### src/common/eac_map.svh
// Register offsets, field positions and timing constants of the controller
`ifndef EAC_MAP_SVH
`define EAC_MAP_SVH
`define EAC_REG_ADDR_LOW   2'h0
`define EAC_REG_ADDR_HIGH  2'h1
`define EAC_REG_DATA       2'h2
`define EAC_REG_CONTROL    2'h3
`define EAC_BIT_READ       0
`define EAC_BIT_WRITE      1
`define EAC_BIT_ARM        2
`define EAC_BIT_IRQ_EN     3
`define EAC_DEPTH          512
`define EAC_ARM_CYCLES     3'h4
`define EAC_WRITE_STALL    3'h2
`define EAC_READ_STALL     3'h4
`define EAC_WRITE_OSC_CYC  17'h10800
`endif

### src/common/eac_pkg.sv
// Types shared by both ends of the controller
package eac_pkg;
  typedef logic [1:0] eac_reg_t;
  typedef logic [7:0] eac_byte_t;
  typedef logic [8:0] eac_addr_t;
  typedef enum logic [1:0] {
    EAC_IDLE  = 2'b00,
    EAC_WRITE = 2'b01
  } eac_state_e;
endpackage

### src/common/eac_if.sv
// Register access interface between the core and the controller
`timescale 1ns/1ps
interface eac_if;
  import eac_pkg::*;
  logic      io_write;
  logic      io_read;
  eac_reg_t  io_reg;
  eac_byte_t io_wdata;
  eac_byte_t io_rdata;
  logic      core_stall;
  logic      ready_irq;
  modport device (input io_write, io_read, io_reg, io_wdata,
                  output io_rdata, core_stall, ready_irq);
  modport core (output io_write, io_read, io_reg, io_wdata,
                input io_rdata, core_stall, ready_irq);
endinterface

### src/design/eac_device.sv
// Byte-wide data store access controller, device end
`timescale 1ns/1ps
`include "eac_map.svh"
module eac_device (
  // Clock and reset
  input  wire logic       clock_in,
  input  wire logic       nrst_in,
  // Core register port
  eac_if.device           bus,
  // System side
  input  wire logic       global_irq_en_in,
  input  wire logic       flash_selfprog_busy_in,
  input  wire logic       osc_in,
  output logic            write_done_out
);
  import eac_pkg::*;

  // ****************************************
  // Storage and registers
  // ****************************************
  eac_byte_t  mem [`EAC_DEPTH];
  eac_addr_t  nv_byte_address;
  eac_byte_t  nv_byte_data;
  logic       ready_irq_enable;
  logic       write_arm_enable;
  logic [2:0] arm_count;
  logic [2:0] stall_count;
  eac_state_e state;
  logic [16:0] osc_count;
  logic       osc_meta;
  logic       osc_sync;
  logic       osc_last;
  logic       osc_tick;
  logic       ctrl_wr;
  logic       start_write;
  logic       start_read;

  assign ctrl_wr = bus.io_write && bus.io_reg == `EAC_REG_CONTROL;
  // Write has priority over a simultaneous read strobe
  assign start_write = ctrl_wr && state == EAC_IDLE && write_arm_enable
    && bus.io_wdata[`EAC_BIT_WRITE] && !flash_selfprog_busy_in;
  assign start_read = ctrl_wr && state == EAC_IDLE && !start_write
    && bus.io_wdata[`EAC_BIT_READ];

  // ****************************************
  // Oscillator sampling
  // ****************************************
  // Oscillator is a foreign clock, so it passes two flops first
  always_ff @(posedge clock_in) begin
    osc_meta <= osc_in;
    osc_sync <= osc_meta;
    osc_last <= osc_sync;
  end
  assign osc_tick = osc_sync && !osc_last;

  // ****************************************
  // Address and data
  // ****************************************
  always_ff @(posedge clock_in) begin
    if (bus.io_write && state == EAC_IDLE) begin
      if (bus.io_reg == `EAC_REG_ADDR_LOW) begin
        nv_byte_address[7:0] <= bus.io_wdata;
      end
      if (bus.io_reg == `EAC_REG_ADDR_HIGH) begin
        nv_byte_address[8] <= bus.io_wdata[0];
      end
    end
  end

  always_ff @(posedge clock_in) begin
    if (start_read) begin
      nv_byte_data <= mem[nv_byte_address];
    end else if (bus.io_write && bus.io_reg == `EAC_REG_DATA) begin
      nv_byte_data <= bus.io_wdata;
    end
  end

  always_ff @(posedge clock_in) begin
    if (start_write) begin
      mem[nv_byte_address] <= nv_byte_data;
    end
  end

  // ****************************************
  // Control bits
  // ****************************************
  always_ff @(posedge clock_in) begin
    if (!nrst_in) begin
      ready_irq_enable <= 1'b0;
    end else if (ctrl_wr) begin
      ready_irq_enable <= bus.io_wdata[`EAC_BIT_IRQ_EN];
    end
  end

  always_ff @(posedge clock_in) begin
    if (!nrst_in) begin
      write_arm_enable <= 1'b0;
      arm_count        <= 3'h0;
    end else if (ctrl_wr && bus.io_wdata[`EAC_BIT_ARM]) begin
      write_arm_enable <= 1'b1;
      arm_count        <= `EAC_ARM_CYCLES;
    end else if (arm_count == 3'h1 || start_write) begin
      write_arm_enable <= 1'b0;
      arm_count        <= 3'h0;
    end else if (arm_count != 3'h0) begin
      arm_count <= arm_count - 3'h1;
    end
  end

  // ****************************************
  // Write timing
  // ****************************************
  // No reset here: a write in flight finishes across a reset
  always_ff @(posedge clock_in) begin
    write_done_out <= 1'b0;
    if (start_write) begin
      state     <= EAC_WRITE;
      osc_count <= `EAC_WRITE_OSC_CYC;
    end else begin
      unique case (state)
        EAC_IDLE: begin
          osc_count <= 17'h0;
        end
        EAC_WRITE: begin
          if (osc_tick) begin
            osc_count <= osc_count - 17'h1;
            if (osc_count == 17'h1) begin
              state          <= EAC_IDLE;
              write_done_out <= 1'b1;
            end
          end
        end
        default: begin
          state <= EAC_IDLE;
        end
      endcase
    end
  end

  // ****************************************
  // Core stall
  // ****************************************
  always_ff @(posedge clock_in) begin
    if (!nrst_in) begin
      stall_count <= 3'h0;
    end else if (start_write) begin
      stall_count <= `EAC_WRITE_STALL;
    end else if (start_read) begin
      stall_count <= `EAC_READ_STALL;
    end else if (stall_count != 3'h0) begin
      stall_count <= stall_count - 3'h1;
    end
  end
  assign bus.core_stall = stall_count != 3'h0;

  // ****************************************
  // Read back and interrupt
  // ****************************************
  always_comb begin
    unique case (bus.io_reg)
      `EAC_REG_ADDR_LOW:  bus.io_rdata = nv_byte_address[7:0];
      `EAC_REG_ADDR_HIGH: bus.io_rdata = {7'h00, nv_byte_address[8]};
      `EAC_REG_DATA:      bus.io_rdata = nv_byte_data;
      `EAC_REG_CONTROL:   bus.io_rdata = {4'h0, ready_irq_enable,
        write_arm_enable, state == EAC_WRITE, 1'b0};
      default:            bus.io_rdata = 8'h00;
    endcase
  end
  assign bus.ready_irq = ready_irq_enable && global_irq_en_in
    && state == EAC_IDLE;
endmodule // eac_device

### src/flat_wrapper.sv
// flat-port wrapper written by rule: the top's interface ports become plain ports
module eac_device_flat import eac_pkg::*;
  (clock_in, nrst_in, global_irq_en_in, flash_selfprog_busy_in, osc_in, write_done_out, bus_io_write, bus_io_read, bus_io_reg, bus_io_wdata, bus_io_rdata, bus_core_stall, bus_ready_irq);
  eac_if bus_i ();
  input  wire logic clock_in;
  input  wire logic nrst_in;
  input  wire logic global_irq_en_in;
  input  wire logic flash_selfprog_busy_in;
  input  wire logic osc_in;
  output logic write_done_out;
  input wire logic [$bits(bus_i.io_write)-1:0] bus_io_write;
  input wire logic [$bits(bus_i.io_read)-1:0] bus_io_read;
  input wire logic [$bits(bus_i.io_reg)-1:0] bus_io_reg;
  input wire logic [$bits(bus_i.io_wdata)-1:0] bus_io_wdata;
  output wire logic [$bits(bus_i.io_rdata)-1:0] bus_io_rdata;
  output wire logic [$bits(bus_i.core_stall)-1:0] bus_core_stall;
  output wire logic [$bits(bus_i.ready_irq)-1:0] bus_ready_irq;
  assign bus_i.io_write = bus_io_write;
  assign bus_i.io_read = bus_io_read;
  assign bus_i.io_reg = bus_io_reg;
  assign bus_i.io_wdata = bus_io_wdata;
  assign bus_io_rdata = bus_i.io_rdata;
  assign bus_core_stall = bus_i.core_stall;
  assign bus_ready_irq = bus_i.ready_irq;
  eac_device u_core (.clock_in(clock_in), .nrst_in(nrst_in), .bus(bus_i), .global_irq_en_in(global_irq_en_in), .flash_selfprog_busy_in(flash_selfprog_busy_in), .osc_in(osc_in), .write_done_out(write_done_out));
endmodule
### config.mk
export PLATFORM = sky130hd
export DESIGN_NAME = eac_device_flat
export DESIGN_NICKNAME = d
export VERILOG_FILES = /design/src/common/eac_pkg.sv /design/src/common/eac_if.sv /design/src/design/eac_device.sv /design/src/flat_wrapper.sv
export VERILOG_INCLUDE_DIRS = /design/src /design/src/common
export SDC_FILE = /design/constraint.sdc
export NUM_CORES = 2
export LEC_CHECK = 0
export BUFFER_PORTS_ARGS = -buffer_cell sky130_fd_sc_hd__buf_4
export CAP_MARGIN = 5
export CORE_MARGIN = 4
export CORE_UTILIZATION = 45
export CTS_CLUSTER_DIAMETER = 200
export DETAILED_ROUTE_END_ITERATION = 16
export PLACE_DENSITY = 0.67
export SLEW_MARGIN = 15
export SYNTH_ARGS = -nofsm -noshare
export SYNTH_HDL_FRONTEND = slang
export SYNTH_SLANG_ARGS = --single-unit
### constraint.sdc
create_clock -name clock_in -period 8.5 [get_ports clock_in]
set_clock_uncertainty 0.2 [all_clocks]
set_input_delay 0.85 -clock clock_in [delete_from_list [all_inputs] [get_ports clock_in]]
set_output_delay 0.85 -clock clock_in [all_outputs]
set_load 0.005 [all_outputs]
* Yosys cells after proc, flatten, opt, wreduce, memory -nomap -nowiden
Memory sizes are Yosys's and may differ from the RTL's.
Cells that the tools add are included.
** Operators by class
- Add/sub/neg operators :: 3
- Equal/unequal tests :: 8
- Muxes and demuxes :: 19
- Bitwise gates (word level) :: 4
- Reductions and logical operators :: 35
** Operator list (count)
- case mux 17 bit (2 select lines) :: 1
- case mux 8 bit (4 select lines) :: 1
- equality test 17 x 1 -> 1 bit, second input constant :: 1
- two-way mux 17 bit :: 1
- subtractor 17 x 1 -> 17 bit, second input constant :: 1
- two-way mux 8 bit :: 2
- two-way mux 3 bit :: 5
- logical AND 1 bit :: 13
- nonzero test 3 bit :: 4
- OR reduction 3 bit :: 3
- nonzero test 2 bit :: 4
- two-way mux 2 bit :: 3
- AND reduction 2 bit :: 3
- subtractor 3 x 1 -> 3 bit, second input constant :: 2
- two-way mux 1 bit :: 5
- equality test 2 x 1 -> 1 bit, second input constant :: 2
- equality test 2 bit, second input constant :: 2
- zero test 2 bit :: 2
- != test 2 x 1 -> 1 bit, second input constant :: 2
- inverter 1 bit :: 4
- case mux 2 bit (2 select lines) :: 1
- equality test 3 x 1 -> 1 bit, second input constant :: 1
- zero test 1 bit :: 3
- AND reduction 3 bit :: 1
- other kinds (2) :: 2
** Storage, ports and cells
- Register bits after elaboration :: 48
- Bits in writable memories :: 4096
- Memories kept :: 1
** Memories
- u_core.mem :: words 512, bits a word 8, rd ports 1, clocked after Yosys merged registers in 0, wr ports 1, line eac_device.sv:21 : eac_byte_t mem [`EAC_DEPTH];

* Depth between registers and ports, before layout
- Depth after elaboration :: 11
- Gate-level depth with buffers :: 14

* Least setup slack after synthesis
Ideal clock, no wire load.
- Path kind :: flip-flop to output port
- Start point :: register u_core.nv_byte_data[0]
- End point :: output bus_io_rdata[0]
- Data arrival time :: 6878 ps
- Path slack :: 572 ps
- Stages on the path, launching flop included :: 3
- Path buffers :: 0
- Cells stage by stage :: edfxtp_1 mux2i_1 o21ai_0
** On the way
- Cells in the longest elaborated chain, start to end :: 1
** RTL lines
- from (decl) :: line eac_device.sv:23 : eac_byte_t nv_byte_data;
- from (signal assigned) :: line eac_device.sv:72 : nv_byte_data <= mem[nv_byte_address];
- from (signal assigned) :: line eac_device.sv:74 : nv_byte_data <= bus.io_wdata;
- case mux 8 bit (4 select lines) :: line eac_device.sv:160 : unique case (bus.io_reg)
- to (decl) :: line flat_wrapper.sv:15 : output wire logic [$bits(bus_i.io_rdata)-1:0] bus_io_rdata;
Every way passes these cells.

* Worst setup path after layout
- Start point :: register u_core.nv_byte_address[0]
- End point :: register u_core.nv_byte_data[3] (data pin)
** On the way
- Cells in the longest elaborated chain, start to end :: 2
** RTL lines
- from (decl) :: line eac_device.sv:22 : eac_addr_t nv_byte_address;
- from (signal assigned) :: line eac_device.sv:62 : nv_byte_address[7:0] <= bus.io_wdata;
- memory read (512 x 8 bit)
- two-way mux 8 bit :: line eac_device.sv:71 : if (start_read) begin
Every way passes these cells.
A chain may end at the register's enable or synchronous reset.

==> run summary <==
Status -> complete, but fails checks
Failing checks -> max-capacitance violations, max-slew violations
Leak Pwr -> 55.6 nW
I/O Pins -> 28
Yosys top cell by area -> edfxtp_1
Post-synthesis cell area -> 161000 um^2
Die ar. -> 368000 um^2
Largest net degree at the start of global routing -> 257
FF-to-FF Start -> u_core.nv_byte_address[0]
Synthesized flop and latch total -> 4143
Die Ht -> 606 um
GRT Util Overall -> 23.7%
First-pass GRT wire length -> 620000 um
Fillers -> 27673
Core Area -> 356000 um^2
Req. time, crit path -> 9.01 ns
Vias -> 81406
Initial Utilization -> 45.2%
Crit Path Class -> flip-flop to flip-flop
Root buffer cell -> clkbuf_16
Ys async rst share -> 0%
Slowest stage delay, CP -> 0.99 ns
Hold Violations, Final -> 0
Share of layout cells above drive strength 1 -> 23.6%
Detailed placer's ending HPWL -> 262000 um
Syn-to-layout area delta -> 12.1%
Number of setup buffers added after CTS -> 0
Kind of end point of the critical path -> flip-flop
DR iter-0 viols -> 12457
Post-route ant nets -> 0
Worst R2R Setup Slack -> 2.66 ns
Area fraction of the dominant cell type after synthesis -> 76.7%
Number of global-route vias before repair -> 80512
Gr ovfl total -> 0
Port-buffer cells -> 26
DR DRC count -> 0
Max_slew headroom -> -3.96%
Detailed-route wire length per cell -> 34.1 um
Sequential element share of the synthesized area -> 77.0%
Clk Latency, worst-skew pair -> 1.00 ns
Final Cycle Share -> 68.8%
Commonest non-fill, non-tap cell in the layout -> edfxtp_1
Final cell count without fillers -> 12898
Row cnt -> 219
Nets -> 7823
Post-synth top flop -> edfxtp_1
Max_cap viols -> 1
Clock buffer depth -> 4
Via density per instance -> 6.31
Setup_tns -> 0 ns
Cell Pwr Density -> 234 nW/um^2
Mapped Cells -> 7601
Synth Warn # -> 0
Peak supply drop -> 195 uV
Clk sinks -> 4143
Hold Path Class -> input pin to flip-flop
Seq. cell area -> 124000 um^2
CTS tree -> built
Drt total wl -> 439000 um
CP Launch Type -> flip-flop
Final min period -> 5.84 ns
Placed instance count -> 12125
Clock slew at reported path FFs -> 0.06 ns
Slew at the pin closest to its max-slew limit -> 1.54 ns
Syn avg cell area -> 21.2 um^2
Cell-by-cell trace of the critical path -> buf_4 -> buf_12 -> buf_4 -> mux4_2 -> mux2i_1 -> o32ai_1 -> nor3_1 -> nand4_1 -> nor4_1 -> a31oi_1
Die extent in x -> 606 um
Most frequent cells in the layout -> edfxtp_1, mux4_2, nor2_1
Delay-heaviest family, CP -> buffers and inverters
H-tree Lvls -> 5
Top cells by area, synth -> edfxtp_1, mux4_2, mux2i_1, nor2_1, nand2_1
Synth unique cells -> 77
CP startpoint -> u_core.nv_byte_address[0]
Hold path startpoint -> bus_io_write
Total CTS buffers -> 409
Drt pass-1 iters -> 8
Crit path max fanout -> 82
Syn_nets -> 7625
Antenna violations before repair -> 27
Peak Freq -> 0.171 GHz
Multi-input gate area -> 34700 um^2
Buf+Inv Stages, Crit Path -> 3
CP arrival -> 6.35 ns
Worst path slowest cell -> edfxtp_1
RSZ-0062 raised after global routing -> false
Post-synth EDFFs -> 4113
Cell mode on critical path -> buf_4
Max-slew violations -> 2
Setup violations, final -> 0
Placer Congestion -> 0.951
## stage by stage
stage	area (um^2)	hold slack, ns	total power, mW	setup WS [ns]	utilization, %
floorplan	161000	0.110	24.0	0.572	-
global placement	167000	0.164	24.6	2.83	46.9
detailed placement	167000	0.157	24.6	2.80	46.9
CTS	180000	0.103	42.4	2.79	50.6
global route	180000	0.110	43.3	2.61	50.7
finish	181000	0.139	42.2	2.66	50.7
## sequential cells by signal, summed over array words and instances, names as in the netlist
signal	flops
u_core.nv_byte_address	9
u_core.write_arm_enable	1
u_core.osc_sync	1
u_core.stall_count	3
u_core.osc_last	1
u_core.arm_count	3
u_core.write_done_out	1
u_core.osc_count	17
u_core.osc_meta	1
u_core.nv_byte_data	8
u_core.mem	4096
u_core.state	1
u_core.ready_irq_enable	1
## kinds of logic (layout without fill, tap and decap cells)
kind of cell	after synthesis	in the layout	synth area share, %
AOI/OAI and AO/OA	457	457	2.01
xor gates and xnor gates	16	16	0.0870
adders and majority gates	7	7	0.0544
buffers and inverters	477	1010	1.59
DFF	4143	4143	77.0
muxes	1285	1285	16.0
other	0	13	0
and+or+nand+nor	1216	1216	3.24
## worst paths after layout
check / endpoint / cells after the start
max: u_core.nv_byte_data[3] / 10
min: u_core.ready_irq_enable / 4
max reg2reg: u_core.nv_byte_data[3] / 10
min reg2reg: u_core.osc_sync / 0
## final cells by class
type / count / share of cell area (%)
tap: 4751 / 3.29
sequential: 4143 / 68.8
antenna: 13 / 0.0180
clock inverter: 257 / 1.56
clock buffer: 489 / 5.85
inverter: 14 / 0.0340
multi-input combinational: 2981 / 19.2
timing repair buffer: 250 / 1.26
## worst reg2reg max path: cells and delay by family, from the launching register on
| family | cells | cell delay, ns |
|---|---|---|
| flops | 1 | 0.99 |
| simple gates | 3 | 1.14 |
| compound gates | 2 | 0.38 |
| mux | 2 | 1.24 |
| buf+inv | 3 | 1.62 |
## metal layers
layer / vias to the layer above / part of all wire (%) / GRT usage (%)
li1: 32049 / - / -
met1: 43144 / 37 / 32.3
met2: 5256 / 46 / 35.6
met3: 949 / 12 / 6.90
met4: 8 / 5.2 / 10.4
met5: - / 0.013 / 0
## where the power goes
group / internal (mW) / leakage (nW) / switching (mW)
Clock: 10.2 / 6.47 / 7.83
Combinational: 0.588 / 11.9 / 1.19
Sequential: 22.4 / 37.2 / 0.0196
## repair_timing
action,CTS,global route
endpoints found under the hold margin,12,0
hold buffers,10,0
resized for setup,0,0
## Yosys cell counts, drive strengths merged (13+ instances only)
cell type / instances
mux2i: 241
a31oi: 32
edfxtp: 4113
and3: 17
mux2: 17
nand2: 306
clkbuf: 210
a221oi: 17
a22oi: 58
o21ai: 68
dfxtp: 30
a32oi: 34
inv: 13
o221ai: 15
nand4: 23
buf: 253
a21oi: 57
and2: 29
nor2: 616
nor3: 24
a211oi: 17
nor4: 24
mux4: 1027
o32ai: 16
o22ai: 53
nand3: 100
nor2b: 23
No activity file was read; power rests on OpenSTA's default activity.
